===== src/sys_opt_pkg.sv =====
// Constants, field positions and types of the system option register bank.
// Assumes one 10 MHz clock and a byte-addressed Avalon-MM register bus.
package sys_opt_pkg;

	// Byte address of the option register on the register bus.
	localparam logic [7:0] SOC_OFFSET = 8'h0C;

	// Field positions inside the 8-bit option register.
	localparam int POS_POWER_ON = 7;
	localparam int POS_RISE = 6;
	localparam int POS_FALL = 5;
	localparam int POS_INT_EN = 4;
	localparam int POS_MOD_A = 3;
	localparam int POS_MOD_B = 2;
	localparam int POS_BUS_SLOW = 1;
	localparam int POS_WATCHDOG = 0;

	// Reset pattern of bits 7 to 1; bit 0 is filled in separately from the mask option.
	localparam logic [7:0] SOC_RESET_BASE = 8'h10;

	// Modulator periods in timer clock periods.
	localparam int PERIOD_W = 13;
	localparam logic [PERIOD_W-1:0] PERIOD_FAST = 13'h0100;
	localparam logic [PERIOD_W-1:0] PERIOD_SLOW = 13'h1000;

	// Bus rate: oscillator divided by two, or sixteen times slower.
	localparam int OSC_DIV_FAST = 2;
	localparam int SLOW_FACTOR = 16;
	localparam int OSC_DIV_SLOW = OSC_DIV_FAST * SLOW_FACTOR;
	localparam int DIV_W = 5;

	localparam logic [31:0] READ_ZERO = 32'h00000000;

	typedef enum logic [1:0] {
		BUS_IDLE = 2'b00,
		BUS_ACK = 2'b01
	} bus_state_t;

	typedef struct packed {
		bus_state_t bus;
		logic [7:0] opts;
		logic [31:0] rdata;
		logic wd_clear;
	} opt_state_t;

endpackage : sys_opt_pkg

===== src/bus_rate_div.sv =====
// Divider that makes the bus-rate enable pulse from the oscillator clock.
// Assumes clk_in is the oscillator; slow_in comes from the same clock.
module bus_rate_div
	import sys_opt_pkg::*;
(
	input wire logic clk_in,
	input wire logic rst_n_in,
	input wire logic slow_in,
	output logic bus_enable_out
);
	typedef struct packed {
		logic [DIV_W-1:0] count;
		logic pulse;
	} div_state_t;

	div_state_t cur_reg;
	div_state_t cur_next;

	// A change of rate takes effect at the next reload, so no short period.
	always_comb begin
		cur_next = cur_reg;
		cur_next.pulse = 1'b0;
		if (cur_reg.count == '0) begin
			cur_next.pulse = 1'b1;
			cur_next.count = slow_in ? DIV_W'(OSC_DIV_SLOW - 1)
				: DIV_W'(OSC_DIV_FAST - 1);
		end else begin
			cur_next.count = cur_reg.count - 1'b1;
		end
	end

	always_ff @(posedge clk_in or negedge rst_n_in) begin
		if (!rst_n_in) begin
			cur_reg <= '0;
		end else begin
			cur_reg <= cur_next;
		end
	end

	assign bus_enable_out = cur_reg.pulse;

endmodule : bus_rate_div


===== src/pin_sync3.sv =====
// Three-stage synchroniser for a level arriving from outside the clock.
// Assumes the level is stable for several clock cycles at a time.
module pin_sync3
	import sys_opt_pkg::*;
(
	input wire logic clk_in,
	input wire logic rst_n_in,
	input wire logic level_in,
	output logic level_out
);
	typedef struct packed {
		logic s1;
		logic s2;
		logic s3;
		logic q;
	} sync_state_t;

	sync_state_t cur_reg;
	sync_state_t cur_next;

	// The output moves only when the second and third stages agree.
	always_comb begin
		cur_next = cur_reg;
		cur_next.s1 = level_in;
		cur_next.s2 = cur_reg.s1;
		cur_next.s3 = cur_reg.s2;
		if (cur_reg.s2 == cur_reg.s3) begin
			cur_next.q = cur_reg.s3;
		end
	end

	always_ff @(posedge clk_in or negedge rst_n_in) begin
		if (!rst_n_in) begin
			cur_reg <= '0;
		end else begin
			cur_reg <= cur_next;
		end
	end

	assign level_out = cur_reg.q;

endmodule : pin_sync3


===== src/sys_opt_ctrl.sv =====
// System option register with its Avalon-MM slave and decoded controls.
// Assumes the CPU mask bit and STOP entry come from logic on clk_in and
// that the power-on level comes from an asynchronous power-on detector.
//
// Function
// - Power-on event sets the flag in bit 7
// - Writing zero clears flag, one leaves it
// - Rise/fall select bits choose the trigger
// - Sensitivity bits writable only while mask set
// - Reset clears both sensitivity bits
// - Enable bit gates interrupt, mask-gated writes
// - Reset sets the external interrupt enable
// - Modulator A bit selects 4096 or 256
// - Modulator B bit selects 4096 or 256
// - Slow bit divides bus rate by sixteen
// - Slow bit cleared by reset and STOP
// - Writing one clears and enables watchdog
// - Reset loads watchdog bit from mask option
// - Field order and reset pattern of register
//
// Decided for this implementation: the Avalon-MM interface to the registers.
module sys_opt_ctrl
	import sys_opt_pkg::*;
#(
	parameter logic WATCHDOG_OPTION = 1'b0,
	parameter int ADDR_W = 8
) (
	input wire logic clk_in,
	input wire logic rst_n_in,
	input wire logic [ADDR_W-1:0] avs_address_in,
	input wire logic avs_read_in,
	input wire logic avs_write_in,
	input wire logic [31:0] avs_writedata_in,
	input wire logic [3:0] avs_byteenable_in,
	output logic [31:0] avs_readdata_out,
	output logic avs_waitrequest_out,
	input wire logic power_on_in,
	input wire logic cpu_int_mask_in,
	input wire logic stop_entry_in,
	output logic ext_int_rise_select_out,
	output logic ext_int_fall_select_out,
	output logic ext_int_enable_out,
	output logic irq_low_level_out,
	output logic irq_falling_edge_out,
	output logic irq_rising_edge_out,
	output logic mod_a_slow_select_out,
	output logic mod_b_slow_select_out,
	output logic [PERIOD_W-1:0] pulse_length_output_a_period_out,
	output logic [PERIOD_W-1:0] pulse_length_output_b_period_out,
	output logic bus_slow_select_out,
	output logic bus_enable_out,
	output logic watchdog_enable_bit_out,
	output logic watchdog_clear_out
);

	// Reset value carries the mask option in bit 0; the flag starts clear
	// and is raised by the synchronised power-on level after release.
	localparam logic [7:0] SOC_RESET =
		{SOC_RESET_BASE[7:1], WATCHDOG_OPTION};

	opt_state_t cur_reg;
	opt_state_t cur_next;
	logic power_on_sync;
	logic req;
	logic hit;

	function automatic logic [PERIOD_W-1:0] period_of(input logic slow);
		period_of = slow ? PERIOD_SLOW : PERIOD_FAST;
	endfunction : period_of

	pin_sync3 u_por_sync (
		.clk_in(clk_in),
		.rst_n_in(rst_n_in),
		.level_in(power_on_in),
		.level_out(power_on_sync)
	);

	bus_rate_div u_bus_div (
		.clk_in(clk_in),
		.rst_n_in(rst_n_in),
		.slow_in(cur_reg.opts[POS_BUS_SLOW]),
		.bus_enable_out(bus_enable_out)
	);

	assign req = avs_read_in | avs_write_in;
	assign hit = avs_address_in == ADDR_W'(SOC_OFFSET);

	always_comb begin
		cur_next = cur_reg;
		cur_next.wd_clear = 1'b0;
		case (cur_reg.bus)
			BUS_IDLE: begin
				if (req) begin
					cur_next.bus = BUS_ACK;
					cur_next.rdata = hit ? {24'h000000, cur_reg.opts} : READ_ZERO;
				end
			end
			BUS_ACK: begin
				cur_next.bus = BUS_IDLE;
				if (avs_write_in && hit && avs_byteenable_in[0]) begin
					// Software can only clear the power-on flag.
					if (!avs_writedata_in[POS_POWER_ON]) begin
						cur_next.opts[POS_POWER_ON] = 1'b0;
					end
					// Interrupt fields are dropped while the mask is clear.
					if (cpu_int_mask_in) begin
						cur_next.opts[POS_RISE] =
							avs_writedata_in[POS_RISE];
						cur_next.opts[POS_FALL] =
							avs_writedata_in[POS_FALL];
						cur_next.opts[POS_INT_EN] =
							avs_writedata_in[POS_INT_EN];
					end
					cur_next.opts[POS_MOD_A] = avs_writedata_in[POS_MOD_A];
					cur_next.opts[POS_MOD_B] = avs_writedata_in[POS_MOD_B];
					cur_next.opts[POS_BUS_SLOW] =
						avs_writedata_in[POS_BUS_SLOW];
					// A zero cannot switch the watchdog off.
					if (avs_writedata_in[POS_WATCHDOG]) begin
						cur_next.opts[POS_WATCHDOG] = 1'b1;
						cur_next.wd_clear = 1'b1;
					end
				end
			end
			default: begin
				cur_next.bus = BUS_IDLE;
			end
		endcase
		// Hardware set beats a software clear in the same cycle.
		if (power_on_sync) begin
			cur_next.opts[POS_POWER_ON] = 1'b1;
		end
		// STOP entry wins over a slow-mode write in the same cycle.
		if (stop_entry_in) begin
			cur_next.opts[POS_BUS_SLOW] = 1'b0;
		end
	end

	always_ff @(posedge clk_in or negedge rst_n_in) begin
		if (!rst_n_in) begin
			cur_reg.bus <= BUS_IDLE;
			cur_reg.opts <= SOC_RESET;
			cur_reg.rdata <= READ_ZERO;
			cur_reg.wd_clear <= 1'b0;
		end else begin
			cur_reg <= cur_next;
		end
	end

	// One wait state: the answer stands in the cycle after the request.
	assign avs_waitrequest_out = req && (cur_reg.bus != BUS_ACK);
	assign avs_readdata_out = cur_reg.rdata;

	assign ext_int_rise_select_out = cur_reg.opts[POS_RISE];
	assign ext_int_fall_select_out = cur_reg.opts[POS_FALL];
	assign ext_int_enable_out = cur_reg.opts[POS_INT_EN];
	assign irq_low_level_out = ~cur_reg.opts[POS_RISE]
		& ~cur_reg.opts[POS_FALL];
	assign irq_falling_edge_out = ~cur_reg.opts[POS_RISE]
		| cur_reg.opts[POS_FALL];
	assign irq_rising_edge_out = cur_reg.opts[POS_RISE];
	assign mod_a_slow_select_out = cur_reg.opts[POS_MOD_A];
	assign mod_b_slow_select_out = cur_reg.opts[POS_MOD_B];
	// The speed bits are not double buffered; see the modulator users.
	assign pulse_length_output_a_period_out =
		period_of(cur_reg.opts[POS_MOD_A]);
	assign pulse_length_output_b_period_out =
		period_of(cur_reg.opts[POS_MOD_B]);
	assign bus_slow_select_out = cur_reg.opts[POS_BUS_SLOW];
	assign watchdog_enable_bit_out = cur_reg.opts[POS_WATCHDOG];
	assign watchdog_clear_out = cur_reg.wd_clear;

endmodule : sys_opt_ctrl


===== config.mk =====
export PLATFORM = sky130hd
export DESIGN_NAME = sys_opt_ctrl
export DESIGN_NICKNAME = d
export VERILOG_FILES = /design/src/sys_opt_pkg.sv /design/src/bus_rate_div.sv /design/src/pin_sync3.sv /design/src/sys_opt_ctrl.sv
export SDC_FILE = /design/constraint.sdc
export NUM_CORES = 1
export LEC_CHECK = 0
export BUFFER_PORTS_ARGS = -buffer_cell sky130_fd_sc_hd__buf_2
export CAP_MARGIN = 20
export CORE_MARGIN = 2
export CORE_UTILIZATION = 38
export CTS_BUF_LIST = sky130_fd_sc_hd__clkbuf_4 sky130_fd_sc_hd__clkbuf_8 sky130_fd_sc_hd__clkbuf_16
export CTS_CLUSTER_SIZE = 20
export DETAILED_ROUTE_END_ITERATION = 6
export PLACE_DENSITY = 0.77
export SETUP_SLACK_MARGIN = 0.3
export SYNTH_ARGS = -nofsm -noshare
export SYNTH_HDL_FRONTEND = slang
export SYNTH_HIERARCHICAL = 1
export SYNTH_SLANG_ARGS = --single-unit

===== constraint.sdc =====
create_clock -name clk_in -period 3.8 [get_ports clk_in]
set_input_delay 0.19 -clock clk_in [delete_from_list [all_inputs] [get_ports clk_in]]
set_output_delay 0.19 -clock clk_in [all_outputs]
set_load 0.005 [all_outputs]

Word-level counts from Yosys, hierarchy flattened

Cells that the tools add are included.

Bits of input ports: 51
Register bits after elaboration: 53
Output and inout bits: 71
Logic and storage cells: 59

Bitwise operators: 5
Reduce and logical (&&, ||, !) cells: 15
Add/subtract/negate cells: 1
Eq/ne operators: 6
Mux-type cells: 18

Operators by type and width:

| cell                  | number |
|---|---|
| $mux W13              | 2 |
| $mux W8               | 3 |
| $mux W5               | 2 |
| $reduce_and A3 Y1     | 3 |
| $eq A8 B4 Y1 const B  | 1 |
| $mux W1               | 8 |
| $reduce_bool A2 Y1    | 4 |
| $reduce_and A2 Y1     | 3 |
| $logic_not A5 Y1      | 1 |
| $sub A5 B1 Y5 const B | 1 |
| $mux W2               | 2 |
| $ne A2 B1 Y1 const B  | 2 |
| $logic_and A1 B1 Y1   | 3 |
| $mux W3               | 1 |
| $eq A2 B1 Y1 const B  | 1 |
| $logic_not A2 Y1      | 1 |
| $ne A2 B2 Y1 const B  | 1 |
| $not A1 Y1            | 2 |
| $or A1 B1 Y1          | 2 |
| $and A1 B1 Y1         | 1 |
| $eq A1 B1 Y1          | 1 |

Depth between registers and ports, before layout

Gate-level depths: netlist of the first run.

Depth in word-level cells: 6
Mapped depth: 5
Depth with buffers taken out: 5

By module

The synthesis of the first run kept the hierarchy.

By module, submodules not included:

| module       | area an instance (µm²) | sequential area each (µm²) | cells an instance | instances |
|---|---|---|---|---|
| sys_opt_ctrl | 1216.2                 | 451.7                      | 127               | 1 |
| bus_rate_div | 266.5                  | 150.1                      | 23                | 1 |
| pin_sync3    | 111.4                  | 100.1                      | 5                 | 1 |

Worst setup path before layout of the first run

No wires, ideal clock.

Kind: input-to-reg
Start: in avs_address_in[5]
End: reg cur_reg (netlist bit mod_a_slow_select_out)
Data required time: 3675 ps
Buffers on the path: 0
Library setup time: 125 ps
Data arrival time: 1377 ps
Setup slack: 2298 ps
Stages on the path: 3
Cell sequence: or4_4 nor3_4 mux2_2

Word-level cells in the longest chain between the ends: 4

RTL lines:

| item                               | line                | RTL |
|---|---|---|
| start, declared                    | sys_opt_ctrl.sv:30  | `input wire logic [ADDR_W-1:0] avs_address_in,` |
| $eq A8 B4 Y1                       | sys_opt_ctrl.sv:86  | `assign hit = avs_address_in == ADDR_W'(SOC_OFFSET);` |
| $logic_and A1 B1 Y1 (2 in series)  | sys_opt_ctrl.sv:100 | `if (avs_write_in && hit && avs_byteenable_in[0]) begin` |
| $reduce_and A2 Y1 (no source line) | n/a                 |  |
| end signal, assigned               | sys_opt_ctrl.sv:146 | `cur_reg <= cur_next;` |
| end, declared                      | sys_opt_ctrl.sv:61  | `opt_state_t cur_reg;` |

Every way passes these cells.
A chain may end at the register's enable or synchronous reset.

==> reports/metrics.yaml, run 1 <==
fp.coreArea_mm2: 0.00403
firstDrtPassIters: 3
post-route-period-util_pct: 39.1
yosysSeqAreaShare_pct: 44.0
worstPathRequired_ns: 3.96
critPathKind: "reg -> reg"
max_cap_violations: 0
io_buffer_count: 48
hold_viol_final: 0
synth_area_mm2: 0.00159
drt-initial-drc-count: 17
p_leak_nw: 0.934
max_slew_margin_pct: 58.5
layout-drive-gt1-share_pct: 36.9
grt.total_usage_pct: 11.4
ant_nets: 0
avgSynthCellArea_um2: 10.3
largest_reg_flops: 8
htree_levels: 1
max_freq_ghz: 0.673
cp-end-kind: "flip-flop"
syn-instance-count: 155
clockBufferDepth: 2
antenna_found_initial: 0
ir_drop_mv: 0.181
synth.largest_area_cell: "dfrtp_1"
cts_sinks: 28
hold_end: "u_por_sync/cur_next[2]$_DFF_PN0_"
fillCellCount: 406
fin_crit_ns: 1.49
cts_setup_buffers: 0
wirelength_mm: 2.60
hold_path.startpoint: "power_on_in"
p_clk_share_pct: 28.4
grt_overflow: 0
r2r_slack_ns: 2.31
p_sw_share_pct: 25.7
viasPerCell: 4.00
layout_common_cells: "buf_2 (48), conb_1 (46), dfrtp_1 (27)"
synth.yosys.warnings: 6
power_density_mw_per_mm2: 351
fin_setup_tns_ns: 0
dieArea_mm2: 0.00473
finalSetupViolCount: 0
grt_max_degree: 29
finalMaxSlewViolations: 0
clock_latency_ns: 0.27
die_w_um: 68.8
clkTransAtPathRegs_ns: 0.09
min_path_cells: 1
ctsResizeCount: 0
outcome: "complete, no violations"
initial_core_util_pct: 39.6
top_level_ports: 122
r2r_start: "u_bus_div/cur_reg[1]$_DFF_PN0_"
post-route-util_pct: 41.9
drc: 0
ys_types: 34
wl_per_cell_um: 10.6
switching_power_mw: 0.153
r2r-end: "u_bus_div/cur_reg[4]$_DFF_PN0_"
grt_pass1_wl_mm: 3.98
syn_to_final_growth_pct: 5.97
tightest_slew_ns: 0.623
grt_pass1_vias: 873
dp_hpwl_mm: 2.00
pwr-share-seq_pct: 57.7
rsz0062_at_grt: "false"
rows: 23
vias: 981
final.setup_skew_ns: 0.00656
pwr-share-comb_pct: 13.9
chipHeight_um: 68.8
diodes: 0
synth_top_area_share_pct: 42.4
hold_path.class: "in -> reg"
crit_fanout: 5
layout_commonest_cell: "buf_2"
p_int_mw: 0.440
synthTopCellsByArea: "dfrtp_1 (42%), buf_4 (27%), nand2_1 (3.8%)"
gp_congestion: 0.743
worstSetupStartpointType: "flip-flop"
clock-root-buffer: "clkbuf_8"
cts_hold_buf: 1
synth_seq_cells: 28
layout.nets: 248
ff2ff_path_depth: 5
worst_ep_arrival_time_ns: 1.65
cts_buffers: 3
p_total_mw: 0.593
cts_tree: "built"
-- per-stage QoR --
| step | area, um2 | hold WS (ns) | setup slack (ns) | cells |
|---|---|---|---|---|
| after global placement | 1630 | 0.238 | 2.07 | 240 |
| after floorplan | 1760 | -0.106 | 2.30 | 200 |
| after detailed placement | 1630 | 0.241 | 2.06 | 240 |
| after CTS | 1690 | 0.0141 | 2.32 | 245 |
| after global routing | 1690 | 0.00311 | 2.25 | 245 |
| final | 1690 | 0.0189 | 2.31 | 245 |
-- cell type report --
class	count	area (um2)	share of cell area, %
clock buffers	4	48.8	2.89
inverters	7	26.3	1.56
flip-flops and latches	28	702	41.6
multi-input cells	106	592	35.0
well taps	50	62.6	3.70
repair buffers	50	258	15.3
-- critical path, stage by stage (launching register included) --
cell and delay [ns]:
dfrtp_1 0.40, inv_1 0.06, ha_1 0.19, or4b_4 0.53
nor2_4 0.14, a21oi_1 0.05
-- cells in the mapped netlist --
library cell,count
o21ai_0,1
or4b_4,1
a21oi_2,1
and2_2,1
nand2_1,16
nand3_1,1
mux2i_1,1
or4bb_4,1
nand2b_1,4
or2_1,1
ha_1,1
nor2_1,4
or4_4,1
dfstp_2,1
buf_4,57
a21oi_1,2
dfrtp_1,27
o21bai_1,1
conb_1,1
nor3_4,1
nand4_1,1
o21ai_1,6
nor3_1,1
buf_6,1
inv_1,7
a21o_2,1
xnor2_1,2
mux2_2,5
o31ai_2,2
nor2_4,1
nor3_2,1
or3b_2,1
clkbuf_1,1
maj3_2,1
-- cell families after synthesis --
logic type | Yosys count | synth area share [%]
other | 1 | 0.235
AOI/OAI and AO/OA | 14 | 5.97
buffers and inverters | 66 | 29.4
adders and majority gates | 2 | 1.49
xor gates and xnor gates | 2 | 1.10
muxes | 6 | 4.16
DFF | 28 | 44.0
and+or+nand+nor | 36 | 13.6
-- power groups by stage --
| stage | clock network (mW) | registers, mW | logic [mW] |
|---|---|---|---|
| 2_1_floorplan | 0 | 0.344 | 0.0813 |
| 3_3_place_gp | 0 | 0.346 | 0.0770 |
| 3_5_place_dp | 0 | 0.348 | 0.0810 |
| 4_1_cts | 0.175 | 0.342 | 0.0825 |
| 5_1_grt | 0.187 | 0.346 | 0.0988 |
| 6_report | 0.168 | 0.342 | 0.0824 |
-- worst max-delay path by stage --
stage	from	end	slack, ns	cells past startpoint
floorplan	avs_address_in[5]	mod_a_slow_select_out$_DFFE_PN0P_	2.30	3
global placement	avs_address_in[5]	mod_b_slow_select_out$_DFFE_PN0P_	2.07	4
detailed placement	avs_address_in[5]	mod_a_slow_select_out$_DFFE_PN0P_	2.06	4
CTS	u_bus_div/cur_reg[1]$_DFF_PN0_	u_bus_div/cur_reg[3]$_DFF_PN0_	2.32	5
global route	u_bus_div/cur_reg[2]$_DFF_PN0_	u_bus_div/cur_reg[4]$_DFF_PN0_	2.25	5
finish	u_bus_div/cur_reg[1]$_DFF_PN0_	u_bus_div/cur_reg[4]$_DFF_PN0_	2.31	5
-- metal layers --
layer	part of all wire [%]	up-vias	GRT usage [%]
li1	-	472	-
met1	43	461	15.1
met2	49	46	18.8
met5	0	-	0
met3	6.9	2	1.79
met4	0.73	0	4.41
(Power assumes the default switching activity.)
==> run 2: changes to the inputs <==
--- a/config.mk
+++ b/config.mk
@@ -5,6 +5,7 @@
 export SDC_FILE = /design/constraint.sdc
 export NUM_CORES = 1
 export LEC_CHECK = 0
+export ABC_AREA = 1
 export BUFFER_PORTS_ARGS = -buffer_cell sky130_fd_sc_hd__buf_2
 export CAP_MARGIN = 20
 export CORE_MARGIN = 2
@@ -12,7 +13,7 @@
 export CTS_BUF_LIST = sky130_fd_sc_hd__clkbuf_4 sky130_fd_sc_hd__clkbuf_8 sky130_fd_sc_hd__clkbuf_16
 export CTS_CLUSTER_SIZE = 20
 export DETAILED_ROUTE_END_ITERATION = 6
-export PLACE_DENSITY = 0.77
+export PLACE_DENSITY = 0.76
 export SETUP_SLACK_MARGIN = 0.3
 export SYNTH_ARGS = -nofsm -noshare
 export SYNTH_HDL_FRONTEND = slang
==> constraint.sdc (replaced) <==
create_clock -name clk_in -period 1.43 [get_ports clk_in]
set_input_delay 0.0715 -clock clk_in [delete_from_list [all_inputs] [get_ports clk_in]]
set_output_delay 0.0715 -clock clk_in [all_outputs]
set_load 0.005 [all_outputs]
==> run 2 against run 1 <==
  * Die area is 6.2% higher
  * Non-clock buffer count increased by 2
  * Clock skew down 0.0048 ns
  * Synthesized cell count up 24%
  * Sequential share of layout area shrank 2.9 points
  * Critical path depth shrank 2
  * Critical path type is now reg -> out
  * Critical endpoint is now avs_waitrequest_out
  * Largest power group unchanged
  * Highest routed layer unchanged
==> reports/metrics.yaml, run 2 <==
yosysMostFrequentCell: "buf_4"  # unchanged
max_cap_violations: 0  # unchanged
synth_area_mm2: 0.00170  # was 0.00159 mm2
io_buffer_count: 48  # unchanged
layout_commonest_cell: "buf_2"  # unchanged
min_path_cells: 4  # was 1
clkTransAtPathRegs_ns: 0.09  # about the same
ys_types: 27  # was 34
gp_congestion: 0.722  # was 0.743
worstPathRequired_ns: 1.36  # was 3.96 ns
power_density_mw_per_mm2: 925  # was 351 mW/mm2
dieArea_mm2: 0.00502  # was 0.00473 mm2
viasPerCell: 4.03  # was 4.00
ff2ff_path_depth: 6  # was 5
grt_pass1_vias: 1014  # was 873
synth.largest_area_cell: "dfrtp_1"  # unchanged
grt.total_usage_pct: 10.7  # was 11.4%
antenna_found_initial: 0  # unchanged
finalMaxSlewViolations: 0  # unchanged
clock-root-buffer: "clkbuf_8"  # unchanged
critical_path.startpoint: "cur_reg[41]$_DFFE_PN0P_"  # was u_bus_div/cur_reg[1]$_DFF_PN0_
finalSetupViolCount: 0  # unchanged
wirelength_mm: 2.73  # was 2.60 mm
dp_hpwl_mm: 2.19  # was 2.00 mm
largest_reg_flops: 8  # unchanged
yosysSeqAreaShare_pct: 41.3  # was 44.0%
ys_top_cells_by_count: "buf_4 (57), nand2_1 (31), dfrtp_1 (27)"  # was buf_4 (57), dfrtp_1 (27), nand2_1 (16)
r2r_slack_ns: 0.37  # was 2.31 ns
cts_buffers: 3  # unchanged
hold_path.class: "in -> reg"  # unchanged
firstDrtPassIters: 5  # was 3
cts_sinks: 28  # unchanged
drt-initial-drc-count: 35  # was 17
avgSynthCellArea_um2: 8.85  # was 10.3 um2
cts_tree: "built"  # unchanged
max_freq_ghz: 0.914
max_slew_margin_pct: 60.5  # was 58.5%
layout-drive-gt1-share_pct: 31.8  # was 36.9%
endpoint: "avs_waitrequest_out"  # was u_bus_div/cur_reg[4]$_DFF_PN0_
clockBufferDepth: 2  # unchanged
cp-end-kind: "output pin"  # was flip-flop
wl_per_cell_um: 9.57  # was 10.6 um
grt_pass1_wl_mm: 4.35  # was 3.98 mm
synthFlopType: "dfrtp_1"  # unchanged
top_level_ports: 122  # unchanged
vias: 1148  # was 981
grt_overflow: 0  # unchanged
ir_drop_mv: 0.380  # was 0.181 mV
fillCellCount: 456  # was 406
hold_slack_ns: 0.0242  # was 0.0189 ns
ant_nets: 0  # unchanged
fp.coreArea_mm2: 0.00432  # was 0.00403 mm2
diodes: 0  # unchanged
syn-instance-count: 192  # was 155
chipHeight_um: 70.9  # was 68.8 um
r2r_start: "u_bus_div/cur_reg[1]$_DFF_PN0_"  # unchanged
worst_ep_arrival_time_ns: 1.02  # was 1.65 ns
r2r-end: "u_bus_div/cur_reg[4]$_DFF_PN0_"  # unchanged
layout_common_cells: "buf_2 (48), conb_1 (46), nand2_1 (31)"  # was buf_2 (48), conb_1 (46), dfrtp_1 (27)
synth_top_area_share_pct: 39.8  # was 42.4%
outcome: "complete, no violations"  # unchanged
layout.nets: 286  # was 248
fin_crit_ns: 1.09
instances_no_fill: 285  # was 245
synth_seq_cells: 28  # unchanged
fin_setup_tns_ns: 0  # unchanged
rows: 24  # was 23
critPathKind: "reg -> out"  # was reg -> reg
grt_max_degree: 29  # unchanged
syn_to_final_growth_pct: 6.92  # was 5.97%
rsz0062_at_grt: "false"  # unchanged
post-route-period-util_pct: 76.5
synth.yosys.warnings: 6  # unchanged
initial_core_util_pct: 39.3  # was 39.6%
htree_levels: 1  # unchanged
die_w_um: 70.9  # was 68.8 um
final.setup_skew_ns: 0.00172  # was 0.00656 ns
worstSetupStartpointType: "flip-flop"  # unchanged
crit_fanout: 10  # was 5
clock_latency_ns: 0.26  # was 0.27 ns
drc: 0  # unchanged
dp_cells: 278  # was 240
p_leak_nw: 1.11  # was 0.934 nW
synthTopCellsByArea: "dfrtp_1 (40%), buf_4 (25%), nand2_1 (6.8%)"  # was dfrtp_1 (42%), buf_4 (27%), nand2_1 (3.8%)
tightest_slew_ns: 0.592  # was 0.623 ns
synth_edf_count: 0  # unchanged
hold_viol_final: 0  # unchanged
ys_async_sr_fraction_pct: 100  # unchanged
## run 2: cell count changes after synthesis, sizes merged, moves of 4 or more
| cell | previous run | this run |
|---|---|---|
| nand3 | 1 | 15 |
| nand2b | 4 | 0 |
| mux2 | 5 | 0 |
| nor2 | 5 | 15 |
| nand2 | 16 | 38 |
| inv | 7 | 16 |
## run 2: worst max-delay path, cell delays in order, from the launching register on
cell,delay [ns]
dfrtp_1,0.38
buf_4,0.17
nor2_4,0.09
buf_2,0.12
## run 2: power breakdown
group          total, mW  leakage, nW  internal (mW)  switching [mW]
sequential         0.910        0.360          0.854          0.0563
clock              0.468       0.0288          0.246           0.222
combinational      0.302        0.726          0.120           0.182
total               1.68         1.11           1.22           0.460
## run 2: layout make-up
| type | count | area [um2] | area share [%] |
|---|---|---|---|
| clock buffer | 4 | 55.1 | 3.03 |
| inverter | 17 | 65.1 | 3.58 |
| multi-input combinational | 132 | 654 | 36.0 |
| sequential | 28 | 702 | 38.6 |
| tap | 52 | 65.1 | 3.58 |
| timing repair buffer | 52 | 275 | 15.2 |
## run 2: cell families (layout without fill, tap and decap cells)
kind of cell / Yosys count / count (layout) / synth area share [%]
AO/OA/AOI/OAI: 12 / 12 / 3.68
adder cells (fa/ha/maj): 1 / 1 / 0.736
buffers and inverters: 77 / 73 / 30.9
flip-flops: 28 / 28 / 41.3
other: 1 / 46 / 0.221
AND/OR/NAND/NOR: 73 / 73 / 23.1
## run 2: metal layers
layer  routed length [um]  GRT usage (%)
met2                 1470           19.3
met4                   14           3.77
met3                  205           2.14
met1                 1040           12.4
met5                    0              0
## run 2: timing repair
| item | 4_1_cts | 5_1_grt |
|---|---|---|
| hold buffers | 2 | 0 |
| setup buffers | 1 | 0 |
| gates resized for setup | 2 | 1 |
| endpoints found under the setup margin | 10 | 4 |
| pin swaps | 1 | 0 |
| hold endpoints to repair | 28 | 0 |
## run 2: worst min path at each step
| stage | from | endpoint | slack [ns] |
|---|---|---|---|
| floorplan | rst_n_in | avs_readdata_out[0]$_DFFE_PN0P_ | -0.22 |
| global placement | rst_n_in | ext_int_rise_select_out$_DFFE_PN0P_ | 0.11 |
| detailed placement | rst_n_in | ext_int_rise_select_out$_DFFE_PN0P_ | 0.11 |
| CTS | stop_entry_in | bus_slow_select_out$_DFFE_PN0P_ | 0.02 |
| global route | avs_writedata_in[2] | mod_b_slow_select_out$_DFFE_PN0P_ | 0.04 |
| finish | stop_entry_in | bus_slow_select_out$_DFFE_PN0P_ | 0.02 |
## run 2: stage by stage
stage | area, um2 | util [%] | total power, mW | setup slack (ns)
after global placement | 1720 | 39.8 | 1.20 | 0.272
after CTS | 1810 | 41.8 | 1.69 | 0.324
after global routing | 1820 | 42.0 | 1.79 | 0.301
after floorplan | 1870 | - | 1.20 | 0.389
final | 1820 | 42.0 | 1.68 | 0.336
after detailed placement | 1720 | 39.8 | 1.21 | 0.278
